[config.mk]
export PLATFORM = sky130hd
export DESIGN_NAME = sequence_step_control
export DESIGN_NICKNAME = d
export VERILOG_FILES = /design/src/shared/ssc_pkg.sv /design/src/hdl/seq_indicator_blink.sv /design/src/hdl/readout_select.sv /design/src/hdl/sequence_step_control.sv
export VERILOG_INCLUDE_DIRS = /design/src /design/src/shared
export SDC_FILE = /design/constraint.sdc
export NUM_CORES = 1
export LEC_CHECK = 0
export ABC_AREA = 1
export BUFFER_PORTS_ARGS = -buffer_cell sky130_fd_sc_hd__buf_2
export CORE_ASPECT_RATIO = 0.9
export CORE_MARGIN = 4
export CORE_UTILIZATION = 50
export DETAILED_ROUTE_END_ITERATION = 10
export PLACE_DENSITY = 0.76
export SLEW_MARGIN = 0
export SYNTH_ARGS = -nofsm -noshare
export SYNTH_HDL_FRONTEND = slang
export SYNTH_SLANG_ARGS = --single-unit
export TNS_END_PERCENT = 100
[constraint.sdc]
create_clock -name i_clk -period 3.1 [get_ports i_clk]
set_input_delay 0.465 -clock i_clk [delete_from_list [all_inputs] [get_ports i_clk]]
set_output_delay 0.465 -clock i_clk [all_outputs]
set_load 0.1 [all_outputs]
[src/shared/ssc_params.svh]
// Constants of the sequence step controller: offsets, resets, field limits, timing
`ifndef SSC_PARAMS_SVH
`define SSC_PARAMS_SVH

`define SSC_CLK_MHZ 250
`define SSC_TICK_US 1000
`define SSC_TICK_CYCLES (`SSC_TICK_US * `SSC_CLK_MHZ)
`define SSC_SLOW_HALF_TICKS 500
`define SSC_FAST_HALF_TICKS 125

`define SSC_FIRST_LOC 8'h0B
`define SSC_LAST_LOC 8'hFF

`define SSC_ADDR_START 3'h0
`define SSC_ADDR_STOP 3'h1
`define SSC_ADDR_REPEAT 3'h2
`define SSC_ADDR_DEFDWELL 3'h3
`define SSC_ADDR_STATUS 3'h4
`define SSC_ADDR_RREP 3'h5

`define SSC_RST_START 8'h0B
`define SSC_RST_STOP 8'hFF
`define SSC_RST_REPEAT 8'h01
`define SSC_RST_DEFDWELL 16'h03E8

`define SSC_STATUS_STEP_BIT 10
`define SSC_STATUS_STATE_LSB 8

`define SSC_N_BASE 4'h5
`define SSC_N_EXT 4'hB
`define SSC_RO_LOCATION 4'h5
`define SSC_RO_RREP 4'h6
`define SSC_RO_USET 4'h7
`define SSC_RO_ISET 4'h8
`define SSC_RO_DWELL 4'h9
`define SSC_RO_SSET 4'hA

`endif

[src/shared/ssc_pkg.sv]
// Types shared by the sequence step controller files
package ssc_pkg;
  typedef enum logic [1:0] {
    SEQ_READY = 2'b00,
    SEQ_RUNNING = 2'b01,
    SEQ_SUSPENDED = 2'b10
  } seq_state_type;
endpackage

[src/hdl/seq_indicator_blink.sv]
// Blink generator for the sequence indicator
`include "ssc_params.svh"
module seq_indicator_blink #(
  parameter logic [9:0] SLOW_HALF = 10'(`SSC_SLOW_HALF_TICKS),
  parameter logic [9:0] FAST_HALF = 10'(`SSC_FAST_HALF_TICKS)
) (
  input wire logic i_clk,
  input wire logic i_reset,
  input wire logic i_tick,
  input wire ssc_pkg::seq_state_type i_state,
  output logic o_indicator
);
  logic [9:0] cnt_reg, cnt_next;
  logic led_reg, led_next;
  logic [9:0] half;

  always_comb begin
    half = (i_state == ssc_pkg::SEQ_SUSPENDED) ? SLOW_HALF : FAST_HALF;
    cnt_next = cnt_reg;
    led_next = led_reg;
    if (i_state == ssc_pkg::SEQ_READY) begin
      cnt_next = 10'h000;
      led_next = 1'b0;
    end else if (i_tick) begin
      if (cnt_reg + 10'h001 >= half) begin
        cnt_next = 10'h000;
        led_next = ~led_reg;
      end else begin
        cnt_next = cnt_reg + 10'h001;
      end
    end
  end

  always_ff @(posedge i_clk) begin
    if (i_reset) begin
      cnt_reg <= 10'h000;
      led_reg <= 1'b0;
    end else begin
      cnt_reg <= cnt_next;
      led_reg <= led_next;
    end
  end

  assign o_indicator = led_reg;
endmodule

[src/hdl/readout_select.sv]
// Readout-select key handling: remembers the last parameter, steps through the list
`include "ssc_params.svh"
module readout_select (
  input wire logic i_clk,
  input wire logic i_reset,
  input wire logic i_select_key,
  input wire logic i_exit,
  input wire logic i_ext_en,
  output logic o_open,
  output logic [3:0] o_index
);
  logic open_reg, open_next;
  logic [3:0] idx_reg, idx_next;
  logic [3:0] count;

  always_comb begin
    count = i_ext_en ? `SSC_N_EXT : `SSC_N_BASE;
    open_next = open_reg;
    idx_next = idx_reg;
    // Extended entries vanish when the sequence ends
    if (!i_ext_en && idx_reg >= `SSC_N_BASE) begin
      idx_next = 4'h0;
    end
    if (i_exit) begin
      open_next = 1'b0;
    end else if (i_select_key) begin
      if (!open_reg) begin
        open_next = 1'b1;
      end else if (idx_reg + 4'h1 >= count) begin
        idx_next = 4'h0;
      end else begin
        idx_next = idx_reg + 4'h1;
      end
    end
  end

  always_ff @(posedge i_clk) begin
    if (i_reset) begin
      open_reg <= 1'b0;
      idx_reg <= 4'h0;
    end else begin
      open_reg <= open_next;
      idx_reg <= idx_next;
    end
  end

  assign o_open = open_reg;
  assign o_index = idx_reg;
endmodule

[src/hdl/sequence_step_control.sv]
// Sequence controller: run, hold, single step and jump to first location
//
// Local design decisions: the placing of the registers and the plain strobed port.
`include "ssc_params.svh"
module sequence_step_control #(
  parameter int TICK_CYCLES = `SSC_TICK_CYCLES
) (
  input wire logic i_clk,
  input wire logic i_reset,
  input wire logic [2:0] i_addr,
  input wire logic [15:0] i_wdata,
  input wire logic i_wr,
  input wire logic i_rd,
  output logic [15:0] o_rdata,
  input wire logic i_advance_one_location_cmd,
  input wire logic i_jump_to_first_cmd,
  input wire logic i_restart_cmd,
  input wire logic i_hold_cmd,
  input wire logic i_resume_cmd,
  input wire logic i_end_cmd,
  input wire logic i_output_toggle,
  input wire logic i_select_key,
  input wire logic i_readout_exit,
  input wire logic [15:0] i_meas_value,
  output logic [7:0] o_mem_addr,
  output logic o_mem_rd,
  input wire logic [15:0] i_mem_uset,
  input wire logic [15:0] i_mem_iset,
  input wire logic [15:0] i_mem_tset,
  input wire logic i_mem_tset_valid,
  input wire logic i_mem_sset,
  output logic [15:0] o_uset,
  output logic [15:0] o_iset,
  output logic o_sset,
  output logic o_output_on,
  output logic [7:0] o_location,
  output logic [7:0] o_rrep,
  output logic [1:0] o_state,
  output logic o_step_mode,
  output logic o_sequence_indicator,
  output logic o_ext_list,
  output logic o_readout_open,
  output logic [3:0] o_readout_index,
  output logic [15:0] o_readout_value
);
  // Configuration registers
  logic [7:0] start_reg, start_next;
  logic [7:0] stop_reg, stop_next;
  logic [7:0] repeat_reg, repeat_next;
  logic [15:0] defdwell_reg, defdwell_next;
  logic [15:0] rdata_reg, rdata_next;
  logic [7:0] wr_loc;

  // Sequencer state
  ssc_pkg::seq_state_type state_reg, state_next;
  logic step_reg, step_next;
  logic [7:0] loc_reg, loc_next;
  logic [7:0] rrep_reg, rrep_next;
  logic out_on_reg, out_on_next;
  logic pend_reg, pend_next;
  logic rd_reg, rd_next;
  logic [15:0] dwell_cnt_reg, dwell_cnt_next;
  logic [15:0] dwell_reg, dwell_next;
  logic [15:0] uset_reg, uset_next;
  logic [15:0] iset_reg, iset_next;
  logic sset_reg, sset_next;
  logic [7:0] wrap_loc;
  logic ext_reg, ext_next;

  // Tick timebase for dwell and blink
  logic [31:0] tick_cnt_reg, tick_cnt_next;
  logic tick_reg, tick_next;

  // Readout value
  logic [15:0] ro_value_reg, ro_value_next;
  logic ro_open;
  logic [3:0] ro_index;

  // Register port
  always_comb begin
    start_next = start_reg;
    stop_next = stop_reg;
    repeat_next = repeat_reg;
    defdwell_next = defdwell_reg;
    rdata_next = 16'h0000;
    // Below the first sequence location is setup memory, so clamp up
    wr_loc = (i_wdata[7:0] < `SSC_FIRST_LOC) ? `SSC_FIRST_LOC : i_wdata[7:0];
    if (i_wr) begin
      case (i_addr)
        `SSC_ADDR_START: start_next = wr_loc;
        `SSC_ADDR_STOP: stop_next = wr_loc;
        `SSC_ADDR_REPEAT: repeat_next = i_wdata[7:0];
        `SSC_ADDR_DEFDWELL: defdwell_next = i_wdata;
        default: ;
      endcase
    end
    if (i_rd) begin
      case (i_addr)
        `SSC_ADDR_START: rdata_next = {8'h00, start_reg};
        `SSC_ADDR_STOP: rdata_next = {8'h00, stop_reg};
        `SSC_ADDR_REPEAT: rdata_next = {8'h00, repeat_reg};
        `SSC_ADDR_DEFDWELL: rdata_next = defdwell_reg;
        `SSC_ADDR_STATUS: begin
          rdata_next = {8'h00, loc_reg};
          rdata_next[`SSC_STATUS_STATE_LSB +: 2] = state_reg;
          rdata_next[`SSC_STATUS_STEP_BIT] = step_reg;
        end
        `SSC_ADDR_RREP: rdata_next = {8'h00, rrep_reg};
        default: rdata_next = 16'h0000;
      endcase
    end
  end

  always_ff @(posedge i_clk) begin
    if (i_reset) begin
      start_reg <= `SSC_RST_START;
      stop_reg <= `SSC_RST_STOP;
      repeat_reg <= `SSC_RST_REPEAT;
      defdwell_reg <= `SSC_RST_DEFDWELL;
      rdata_reg <= 16'h0000;
    end else begin
      start_reg <= start_next;
      stop_reg <= stop_next;
      repeat_reg <= repeat_next;
      defdwell_reg <= defdwell_next;
      rdata_reg <= rdata_next;
    end
  end

  // Tick timebase
  always_comb begin
    tick_next = 1'b0;
    tick_cnt_next = tick_cnt_reg + 32'h00000001;
    if (tick_cnt_reg >= 32'(TICK_CYCLES - 1)) begin
      tick_cnt_next = 32'h00000000;
      tick_next = 1'b1;
    end
  end

  always_ff @(posedge i_clk) begin
    if (i_reset) begin
      tick_cnt_reg <= 32'h00000000;
      tick_reg <= 1'b0;
    end else begin
      tick_cnt_reg <= tick_cnt_next;
      tick_reg <= tick_next;
    end
  end

  // Sequencer
  always_comb begin
    state_next = state_reg;
    step_next = step_reg;
    loc_next = loc_reg;
    rrep_next = rrep_reg;
    out_on_next = out_on_reg;
    pend_next = 1'b0;
    rd_next = 1'b0;
    dwell_cnt_next = dwell_cnt_reg;
    dwell_next = dwell_reg;
    uset_next = uset_reg;
    iset_next = iset_reg;
    sset_next = sset_reg;
    // The end address, and the top of memory, wrap back to the start
    wrap_loc = (loc_reg == stop_reg || loc_reg == `SSC_LAST_LOC) ? start_reg
               : loc_reg + 8'h01;
    if (i_output_toggle) begin
      out_on_next = ~out_on_reg;
    end
    case (state_reg)
      ssc_pkg::SEQ_READY,
      ssc_pkg::SEQ_RUNNING,
      ssc_pkg::SEQ_SUSPENDED: begin
        if (i_restart_cmd) begin
          loc_next = start_reg;
          rrep_next = repeat_reg;
          state_next = ssc_pkg::SEQ_RUNNING;
          out_on_next = 1'b1;
          rd_next = 1'b1;
        end else if (i_end_cmd && ext_reg) begin
          state_next = ssc_pkg::SEQ_READY;
          step_next = 1'b0;
        end else if (i_jump_to_first_cmd && ext_reg) begin
          loc_next = start_reg;
          state_next = ssc_pkg::SEQ_SUSPENDED;
          step_next = 1'b1;
          out_on_next = 1'b1;
          rrep_next = repeat_reg;
          rd_next = 1'b1;
        end else if (i_advance_one_location_cmd
                     && state_reg == ssc_pkg::SEQ_SUSPENDED) begin
          out_on_next = out_on_reg;
          loc_next = wrap_loc;
          step_next = 1'b1;
          rd_next = 1'b1;
        end else if (i_hold_cmd && state_reg == ssc_pkg::SEQ_RUNNING) begin
          state_next = ssc_pkg::SEQ_SUSPENDED;
        end else if ((i_resume_cmd && state_reg == ssc_pkg::SEQ_SUSPENDED)
                     || (state_reg == ssc_pkg::SEQ_RUNNING && !pend_reg
                         && tick_reg && dwell_cnt_reg + 16'h0001 >= dwell_reg)) begin
          // Resume or timed advance; a pass through the end address uses a repetition
          state_next = ssc_pkg::SEQ_RUNNING;
          rd_next = 1'b1;
          loc_next = wrap_loc;
          if (loc_reg == stop_reg) begin
            if (rrep_reg <= 8'h01) begin
              state_next = ssc_pkg::SEQ_READY;
              step_next = 1'b0;
              rd_next = 1'b0;
              loc_next = loc_reg;
              rrep_next = 8'h00;
            end else begin
              rrep_next = rrep_reg - 8'h01;
            end
          end
        end else if (state_reg == ssc_pkg::SEQ_RUNNING && tick_reg) begin
          dwell_cnt_next = dwell_cnt_reg + 16'h0001;
        end
      end
      default: begin
        state_next = ssc_pkg::SEQ_READY;
        step_next = 1'b0;
      end
    endcase
    // Dwell timer restarts on every load, so neither neighbour's time counts
    if (rd_next) begin
      dwell_cnt_next = 16'h0000;
      pend_next = 1'b1;
    end
    // Memory answers in the same cycle as the read strobe
    if (pend_reg) begin
      uset_next = i_mem_uset;
      iset_next = i_mem_iset;
      sset_next = i_mem_sset;
      dwell_next = i_mem_tset_valid ? i_mem_tset : defdwell_reg;
    end
    ext_next = (state_next != ssc_pkg::SEQ_READY);
  end

  always_ff @(posedge i_clk) begin
    if (i_reset) begin
      state_reg <= ssc_pkg::SEQ_READY;
      step_reg <= 1'b0;
      loc_reg <= `SSC_FIRST_LOC;
      rrep_reg <= 8'h00;
      out_on_reg <= 1'b0;
      pend_reg <= 1'b0;
      rd_reg <= 1'b0;
      dwell_cnt_reg <= 16'h0000;
      dwell_reg <= `SSC_RST_DEFDWELL;
      uset_reg <= 16'h0000;
      iset_reg <= 16'h0000;
      sset_reg <= 1'b0;
      ext_reg <= 1'b0;
    end else begin
      state_reg <= state_next;
      step_reg <= step_next;
      loc_reg <= loc_next;
      rrep_reg <= rrep_next;
      out_on_reg <= out_on_next;
      pend_reg <= pend_next;
      rd_reg <= rd_next;
      dwell_cnt_reg <= dwell_cnt_next;
      dwell_reg <= dwell_next;
      uset_reg <= uset_next;
      iset_reg <= iset_next;
      sset_reg <= sset_next;
      ext_reg <= ext_next;
    end
  end

  // Readout value follows the selected entry
  always_comb begin
    case (ro_index)
      `SSC_RO_LOCATION: ro_value_next = {8'h00, loc_reg};
      `SSC_RO_RREP: ro_value_next = {8'h00, rrep_reg};
      `SSC_RO_USET: ro_value_next = uset_reg;
      `SSC_RO_ISET: ro_value_next = iset_reg;
      `SSC_RO_DWELL: ro_value_next = dwell_reg;
      `SSC_RO_SSET: ro_value_next = {15'h0000, sset_reg};
      default: ro_value_next = i_meas_value;
    endcase
  end

  always_ff @(posedge i_clk) begin
    if (i_reset) begin
      ro_value_reg <= 16'h0000;
    end else begin
      ro_value_reg <= ro_value_next;
    end
  end

  seq_indicator_blink u_blink (
    .i_clk(i_clk),
    .i_reset(i_reset),
    .i_tick(tick_reg),
    .i_state(state_reg),
    .o_indicator(o_sequence_indicator)
  );

  readout_select u_readout (
    .i_clk(i_clk),
    .i_reset(i_reset),
    .i_select_key(i_select_key),
    .i_exit(i_readout_exit),
    .i_ext_en(state_reg != ssc_pkg::SEQ_READY),
    .o_open(ro_open),
    .o_index(ro_index)
  );

  assign o_rdata = rdata_reg;
  assign o_mem_addr = loc_reg;
  assign o_mem_rd = rd_reg;
  assign o_uset = uset_reg;
  assign o_iset = iset_reg;
  assign o_sset = sset_reg;
  assign o_output_on = out_on_reg;
  assign o_location = loc_reg;
  assign o_rrep = rrep_reg;
  assign o_state = state_reg;
  assign o_step_mode = step_reg;
  assign o_ext_list = ext_reg;
  assign o_readout_open = ro_open;
  assign o_readout_index = ro_index;
  assign o_readout_value = ro_value_reg;
endmodule

==> out/metrics.cfg, run 1 <==
[pwr]
pwr-share-comb=0.226
p_int_mw=4.84
ir_drop_mv=0.375
power_density_mw_per_mm2=594
pwr-share-clk=0.373
switchingPower_mw=2.53
seq_power_share=0.401
switching_share=0.343
power.leakage_nw=5.73
p_total_mw=7.36

[placed_design]
dp_cells=1765
portBuffers=198
gp_congestion=0.936
hpwl_um=22700

[flow_run]
maxCapViolations=0

[critical_path]
crit_fanout=6
start_kind=flop
path_class=flop to flop
crit_arrival_ns=3.61
crit_required_ns=3.52
critPathCaptureType=flop

[routing]
detail-route-antenna-nets=0
drc_errors=0
dr.pass1.iters=5
vias_per_cell=5.45
num_vias=9919
wire_per_inst_um=17.3
drt_iter0_drc=1206
drt_wl_total_um=31500

[sta]
setup_viol=14
hold_viol_final=0
skew_ns=0.0118
min_period_ns=3.19
fin_crit_sh=1.03
worst_pin_slew_ns=0.668
setup_slack_ns=-0.0921
rsz0062_at_grt=true
slew_headroom=0.551
drv_slew=0
fmax_mhz=313

[cells_and_area]
area_growth_pct=23.7
drive_gt1_frac=0.233
num-nets-final=1683
final_common_cell=nand2_1
layout_common_cells=nand2_1 (214), dfxtp_1 (204), buf_2 (198)
fin_cells=1819
largest_reg_flops=32

[die]
chipWidth_um=157
die_area_sq_mm=0.0224
rows=48
ios=199
start_util=0.515
core-area_sq_mm=0.0195
die_h_um=142

[logic_synthesis]
synth-seq-cells=208
ys.flop_type=dfxtp_1
ys_async_sr_fraction=0
synth_area_sq_mm=0.0100
synth.avg_cell_area_sq_um=7.50
yosysSeqAreaShare=0.415
netlist_instances=1338
yosys_warnings=0
synth-edff-count=0
synth_cell_types=51

[global_route]
antenna_found_initial=1
grt_pass1_vias=9100
grt_max_degree=50
grt_first_pass_wirelength_um=47800
grt_usage=0.264
grt_remaining_overflow=0

[clock_network]
cts_tree=built
clockBufferDepth=3
path_clk_slew_ns=0.06
hold_buffers=0
cts_root_buf=clkbuf_16
clock_sinks=208
numCtsBuffers=23
clock_latency_ns=0.51
cts.htree.levels=1

[hold_path]
hold_class=input port to flop

[run_status]
violations=negative setup slack
status=finished with violations

## final timing paths
kind / cells after the start / start / to / slack (ns)
worst min register to register: 2 / u_blink.cnt_reg[9] / u_blink.cnt_reg[9] / 0.45
worst max-delay path: 20 / dwell_cnt_reg[1] / dwell_cnt_reg[12] / -0.09
worst max register to register: 20 / dwell_cnt_reg[1] / dwell_cnt_reg[12] / -0.09
worst min-delay path: 2 / i_readout_exit / u_readout.o_open / 0.13
## cells by family after synthesis
group | Yosys count | share of synthesized area
buf+inv | 250 | 0.101
fa+ha+maj | 32 | 0.0399
other cells | 1 | 0.000374
xor+xnor | 40 | 0.0349
compound gates | 316 | 0.182
simple gates | 491 | 0.227
flops | 208 | 0.415
## critical path, stage by stage, from the launching register on
cell and delay, ns:
dfxtp_4 0.38, ha_4 0.15, nand3_2 0.08, or2_4 0.28, nor2_4 0.15, nand2_4 0.07
nor2_4 0.12, nand2_1 0.08, xor2_1 0.22, inv_2 0.09, ha_4 0.25, nand2_4 0.07
o21ai_2 0.07, a21oi_2 0.11, nand2_2 0.10, nand2_4 0.10, nand2_4 0.06, nor2_4 0.24
buf_6 0.19, nand3_1 0.08, a21oi_1 0.18
## cell usage after synthesis (4+ instances only)
library cell	instances	area [sq um]
o211ai_1	25	188
nand2_2	8	50.1
clkinv_1	4	15.0
nand4_1	18	113
inv_2	11	41.3
buf_2	6	30.0
dfxtp_1	208	4160
clkbuf_1	30	113
a21oi_1	119	596
a31oi_1	8	50.1
buf_4	11	82.6
nand2_1	221	830
nor2_4	11	124
a211oi_1	9	67.6
nor3_1	19	95.1
nor4_1	4	25.0
a221oi_1	5	43.8
nand3_1	68	340
ha_1	32	400
nor2_2	10	62.6
xnor2_1	16	140
nor2_1	108	405
or2_2	6	37.5
inv_1	183	687
o22ai_1	41	257
xor2_1	24	210
o21ai_0	86	430
o221ai_1	7	61.3
o21a_1	4	30.0
## metal layers
| layer | up-vias | track usage | part of all wire |
|---|---|---|---|
| met5 | - | 0 | 0 |
| met4 | 0 | 0.102 | 0.040 |
| met3 | 89 | 0.0432 | 0.094 |
| met2 | 477 | 0.399 | 0.44 |
| met1 | 4510 | 0.379 | 0.43 |
| li1 | 4843 | - | - |
## metrics by stage
stage	hold WS, ns	utilization	setup TNS [ns]	area [sq um]	setup WS, ns
after floorplan	0.413	-	0	10100	0.176
after global placement	0.426	0.579	0	11300	0.0392
after detailed placement	0.439	0.579	-0.319	11300	-0.0584
after CTS	0.115	0.622	0	12100	0.00402
after global routing	0.124	0.638	-4.86	12400	-0.220
final	0.129	0.638	-0.384	12400	-0.0921
## power groups by stage
stage / sequential (mW) / clock (mW) / combinational, mW
floorplan: 3.61 / 0 / 0.644
global placement: 3.01 / 0 / 1.58
detailed placement: 3.01 / 0 / 1.60
CTS: 2.95 / 2.78 / 1.61
global route: 2.96 / 2.88 / 1.76
finish: 2.95 / 2.75 / 1.67
## final cells by class
class / instances / area [sq um]
diodes: 1 / 2.50
clock buffers: 30 / 622
clock inverters: 10 / 129
fillers: 1742 / 7050
inverters: 198 / 743
multi-input cells: 894 / 5140
flip-flops and latches: 208 / 4180
well taps: 250 / 313
repair buffers: 228 / 1270
## timing repair
item | in CTS | in global routing
setup buffers | 3 | 7
resized for setup | 14 | 44
gates cloned | 2 | 1
pin swaps | 2 | 32
setup endpoints to repair | 16 | 37
(Power assumes the default switching activity.)
==> run 2: changes to the inputs <==
Settings changed: CORE_UTILIZATION 50 to 52, CTS_BUF_LIST set to sky130_fd_sc_hd__clkbuf_8, PLACE_DENSITY 0.76 to 0.79.
==> run 2 against run 1 <==
The run now ends clean. Final cell count grew 0.93%. Register-to-register slack better by 0.13 ns. Flip-flop and latch count unchanged. Clock power down 9.5%. Clock skew increased by 0.017 ns. Cell area fell by 0.49%. Routed wire length down 2.5%. Worst hold slack worse by 0.0056 ns. Non-clock buffer count decreased by 1. Die area fell by 3.6%. Sequential power barely moved.
==> out/metrics.cfg, run 2 (synthesis gave the netlist of run 1 again) <==
[run_status]
status=completed

[clock_network]
clock_latency_ns=0.52  ; about the same
cts_root_buf=clkbuf_8
hold_buffers=0  ; unchanged
path_clk_slew_ns=0.06  ; about the same
cts_tree=built
numCtsBuffers=36  ; +57%
clockBufferDepth=3  ; unchanged
clock_sinks=208  ; unchanged
cts.htree.levels=2  ; +1

[critical_path]
crit_arrival_ns=3.47  ; -0.14 ns
critical_path.max_stage_delay_ns=0.38  ; about the same
critPathLaunch=dwell_cnt_reg[1]
rrSetupSlack_ns=0.03  ; +0.13 ns
worst_path_most_repeated_cell=nand2_4
crit_fanout=8  ; +2
path_cells=ha_4 > nand3_4 > or2_4 > nor2_4 > nand2_4 > nor2_4 > xor2_1 > inv_1 > ha_4 > nand2_4 > nor3_2 > nand2_1 > nand2_2 > nand2_4 > buf_6 > nand3_4 > nand4_4 > clkbuf_16 > nor2_1 > nor2_1
crit_required_ns=3.50  ; -0.02 ns
critPathSlowestCell=dfxtp_4
critPathCaptureType=flop
path_class=flop to flop
start_kind=flop
r2r_start=dwell_cnt_reg[1]

[routing]
drc_errors=0  ; unchanged
dr.pass1.iters=5  ; unchanged
num_vias=9977  ; +0.58%
drt_wl_total_um=30700  ; -2.5%
detail-route-antenna-nets=0  ; unchanged
vias_per_cell=5.43  ; -0.35%
wire_per_inst_um=16.7  ; -3.4%
drt_iter0_drc=828  ; -31%

[sta]
fin_crit_sh=0.989  ; -0.0408
fmax_mhz=326  ; +4.1%
skew_ns=0.0286  ; +0.0168 ns
slew_headroom=0.518  ; -0.0334
min_period_ns=3.07  ; -0.126 ns
worst_pin_slew_ns=0.717  ; +0.0497 ns
drv_slew=0  ; unchanged
hold_viol_final=0  ; unchanged
setup_viol=0  ; -14
rsz0062_at_grt=true

[cells_and_area]
final_area_sq_mm=0.0123  ; -0.49%
drive_gt1_frac=0.236  ; +0.00307
area_growth_pct=23.1
largest_reg_flops=32  ; unchanged
num-nets-final=1695  ; +0.71%
layout_common_cells=nand2_1 (214), dfxtp_1 (204), buf_2 (198)
final_common_cell=nand2_1

[flow_run]
maxCapViolations=0  ; unchanged

[placed_design]
gp_congestion=0.973  ; +3.9%
portBuffers=198  ; unchanged
dpl_cell_area_sq_mm=0.0113  ; about the same
hpwl_um=22400  ; -1.4%

[hold_path]
hold_class=input port to flop
min_from=i_readout_exit

[die]
die_area_sq_mm=0.0216  ; -3.6%
start_util=0.538  ; +0.0226
ios=199  ; unchanged
rows=47  ; -2.1%
die_h_um=140  ; -1.8%
core-area_sq_mm=0.0186  ; -4.2%
chipWidth_um=154  ; -1.8%

[pwr]
power.leakage_nw=5.77  ; +0.73%
ir_drop_mv=0.408  ; +8.9%
p_total_mw=7.09  ; -3.8%
power_density_mw_per_mm2=574  ; -3.3%

[global_route]
grt_remaining_overflow=0  ; unchanged
grt_first_pass_wirelength_um=47500  ; -0.71%
grt_pass1_vias=9212  ; +1.2%
grt_usage=0.269  ; +0.00508
antenna_found_initial=1  ; unchanged
grt_max_degree=59  ; +18%

run 2: changes by cell type in the layout (fill, tap and decap cells not counted), sizes merged:
cell and delta:
inv +10, buf -1, clkbuf +15, bufinv -2
run 2: per-stage QoR:
stage / util / instances / setup slack, ns / setup TNS [ns] / hold WS, ns
after floorplan: - / 1351 / 0.176 / 0 / 0.413
after global placement: 0.604 / 1761 / 0.0392 / 0 / 0.428
after detailed placement: 0.604 / 1761 / -0.0723 / -0.793 / 0.447
after CTS: 0.646 / 1827 / 0.00886 / 0 / 0.102
after global routing: 0.662 / 1836 / -0.0980 / -1.38 / 0.105
final: 0.662 / 1836 / 0.0343 / 0 / 0.123
run 2: layer usage:
layer | GRT usage | up-vias | routed length (um)
met5 | 0 | - | 0
met4 | 0.0957 | 0 | 1010
met3 | 0.0574 | 81 | 2940
met2 | 0.422 | 457 | 13500
met1 | 0.368 | 4552 | 13200
li1 | - | 4887 | -
run 2: report_power, final:
| group | internal (mW) | switching [mW] |
|---|---|---|
| Clock | 1.39 | 1.10 |
| Sequential | 2.81 | 0.135 |
| Combinational | 0.359 | 1.29 |
| Total | 4.56 | 2.53 |
run 2: path summary, 6_finish.rpt:
kind / endpoint / cells past startpoint
worst max-delay path: o_rrep[5] / 20
worst min-delay path: u_readout.o_open / 2
worst max register to register: o_rrep[5] / 20
worst min register to register: tick_cnt_reg[0] / 1
run 2: critical path: cells and delay by family (launching register included):
family | cells | cell delay (ns)
xor gates and xnor gates | 1 | 0.19
adders and majority gates | 2 | 0.45
buffers and inverters | 3 | 0.47
DFF | 1 | 0.38
and+or+nand+nor | 14 | 1.48
run 2: final cells by class:
cell class	instances	area, sq um
multi-input cells	894	5140
flip-flops and latches	208	4180
diodes	1	2.50
repair buffers	227	1250
clock inverters	18	101
clock buffers	45	619
inverters	198	743
fillers	1622	6300
well taps	245	307
run 2: what timing repair did:
action                                 4_1_cts  5_1_grt
setup endpoints to repair                   16       37
setup buffers                                1        7
pin swaps                                    4       21
endpoints found under the hold margin        0        0
cloned                                       2        1
gates resized for setup                     13       43
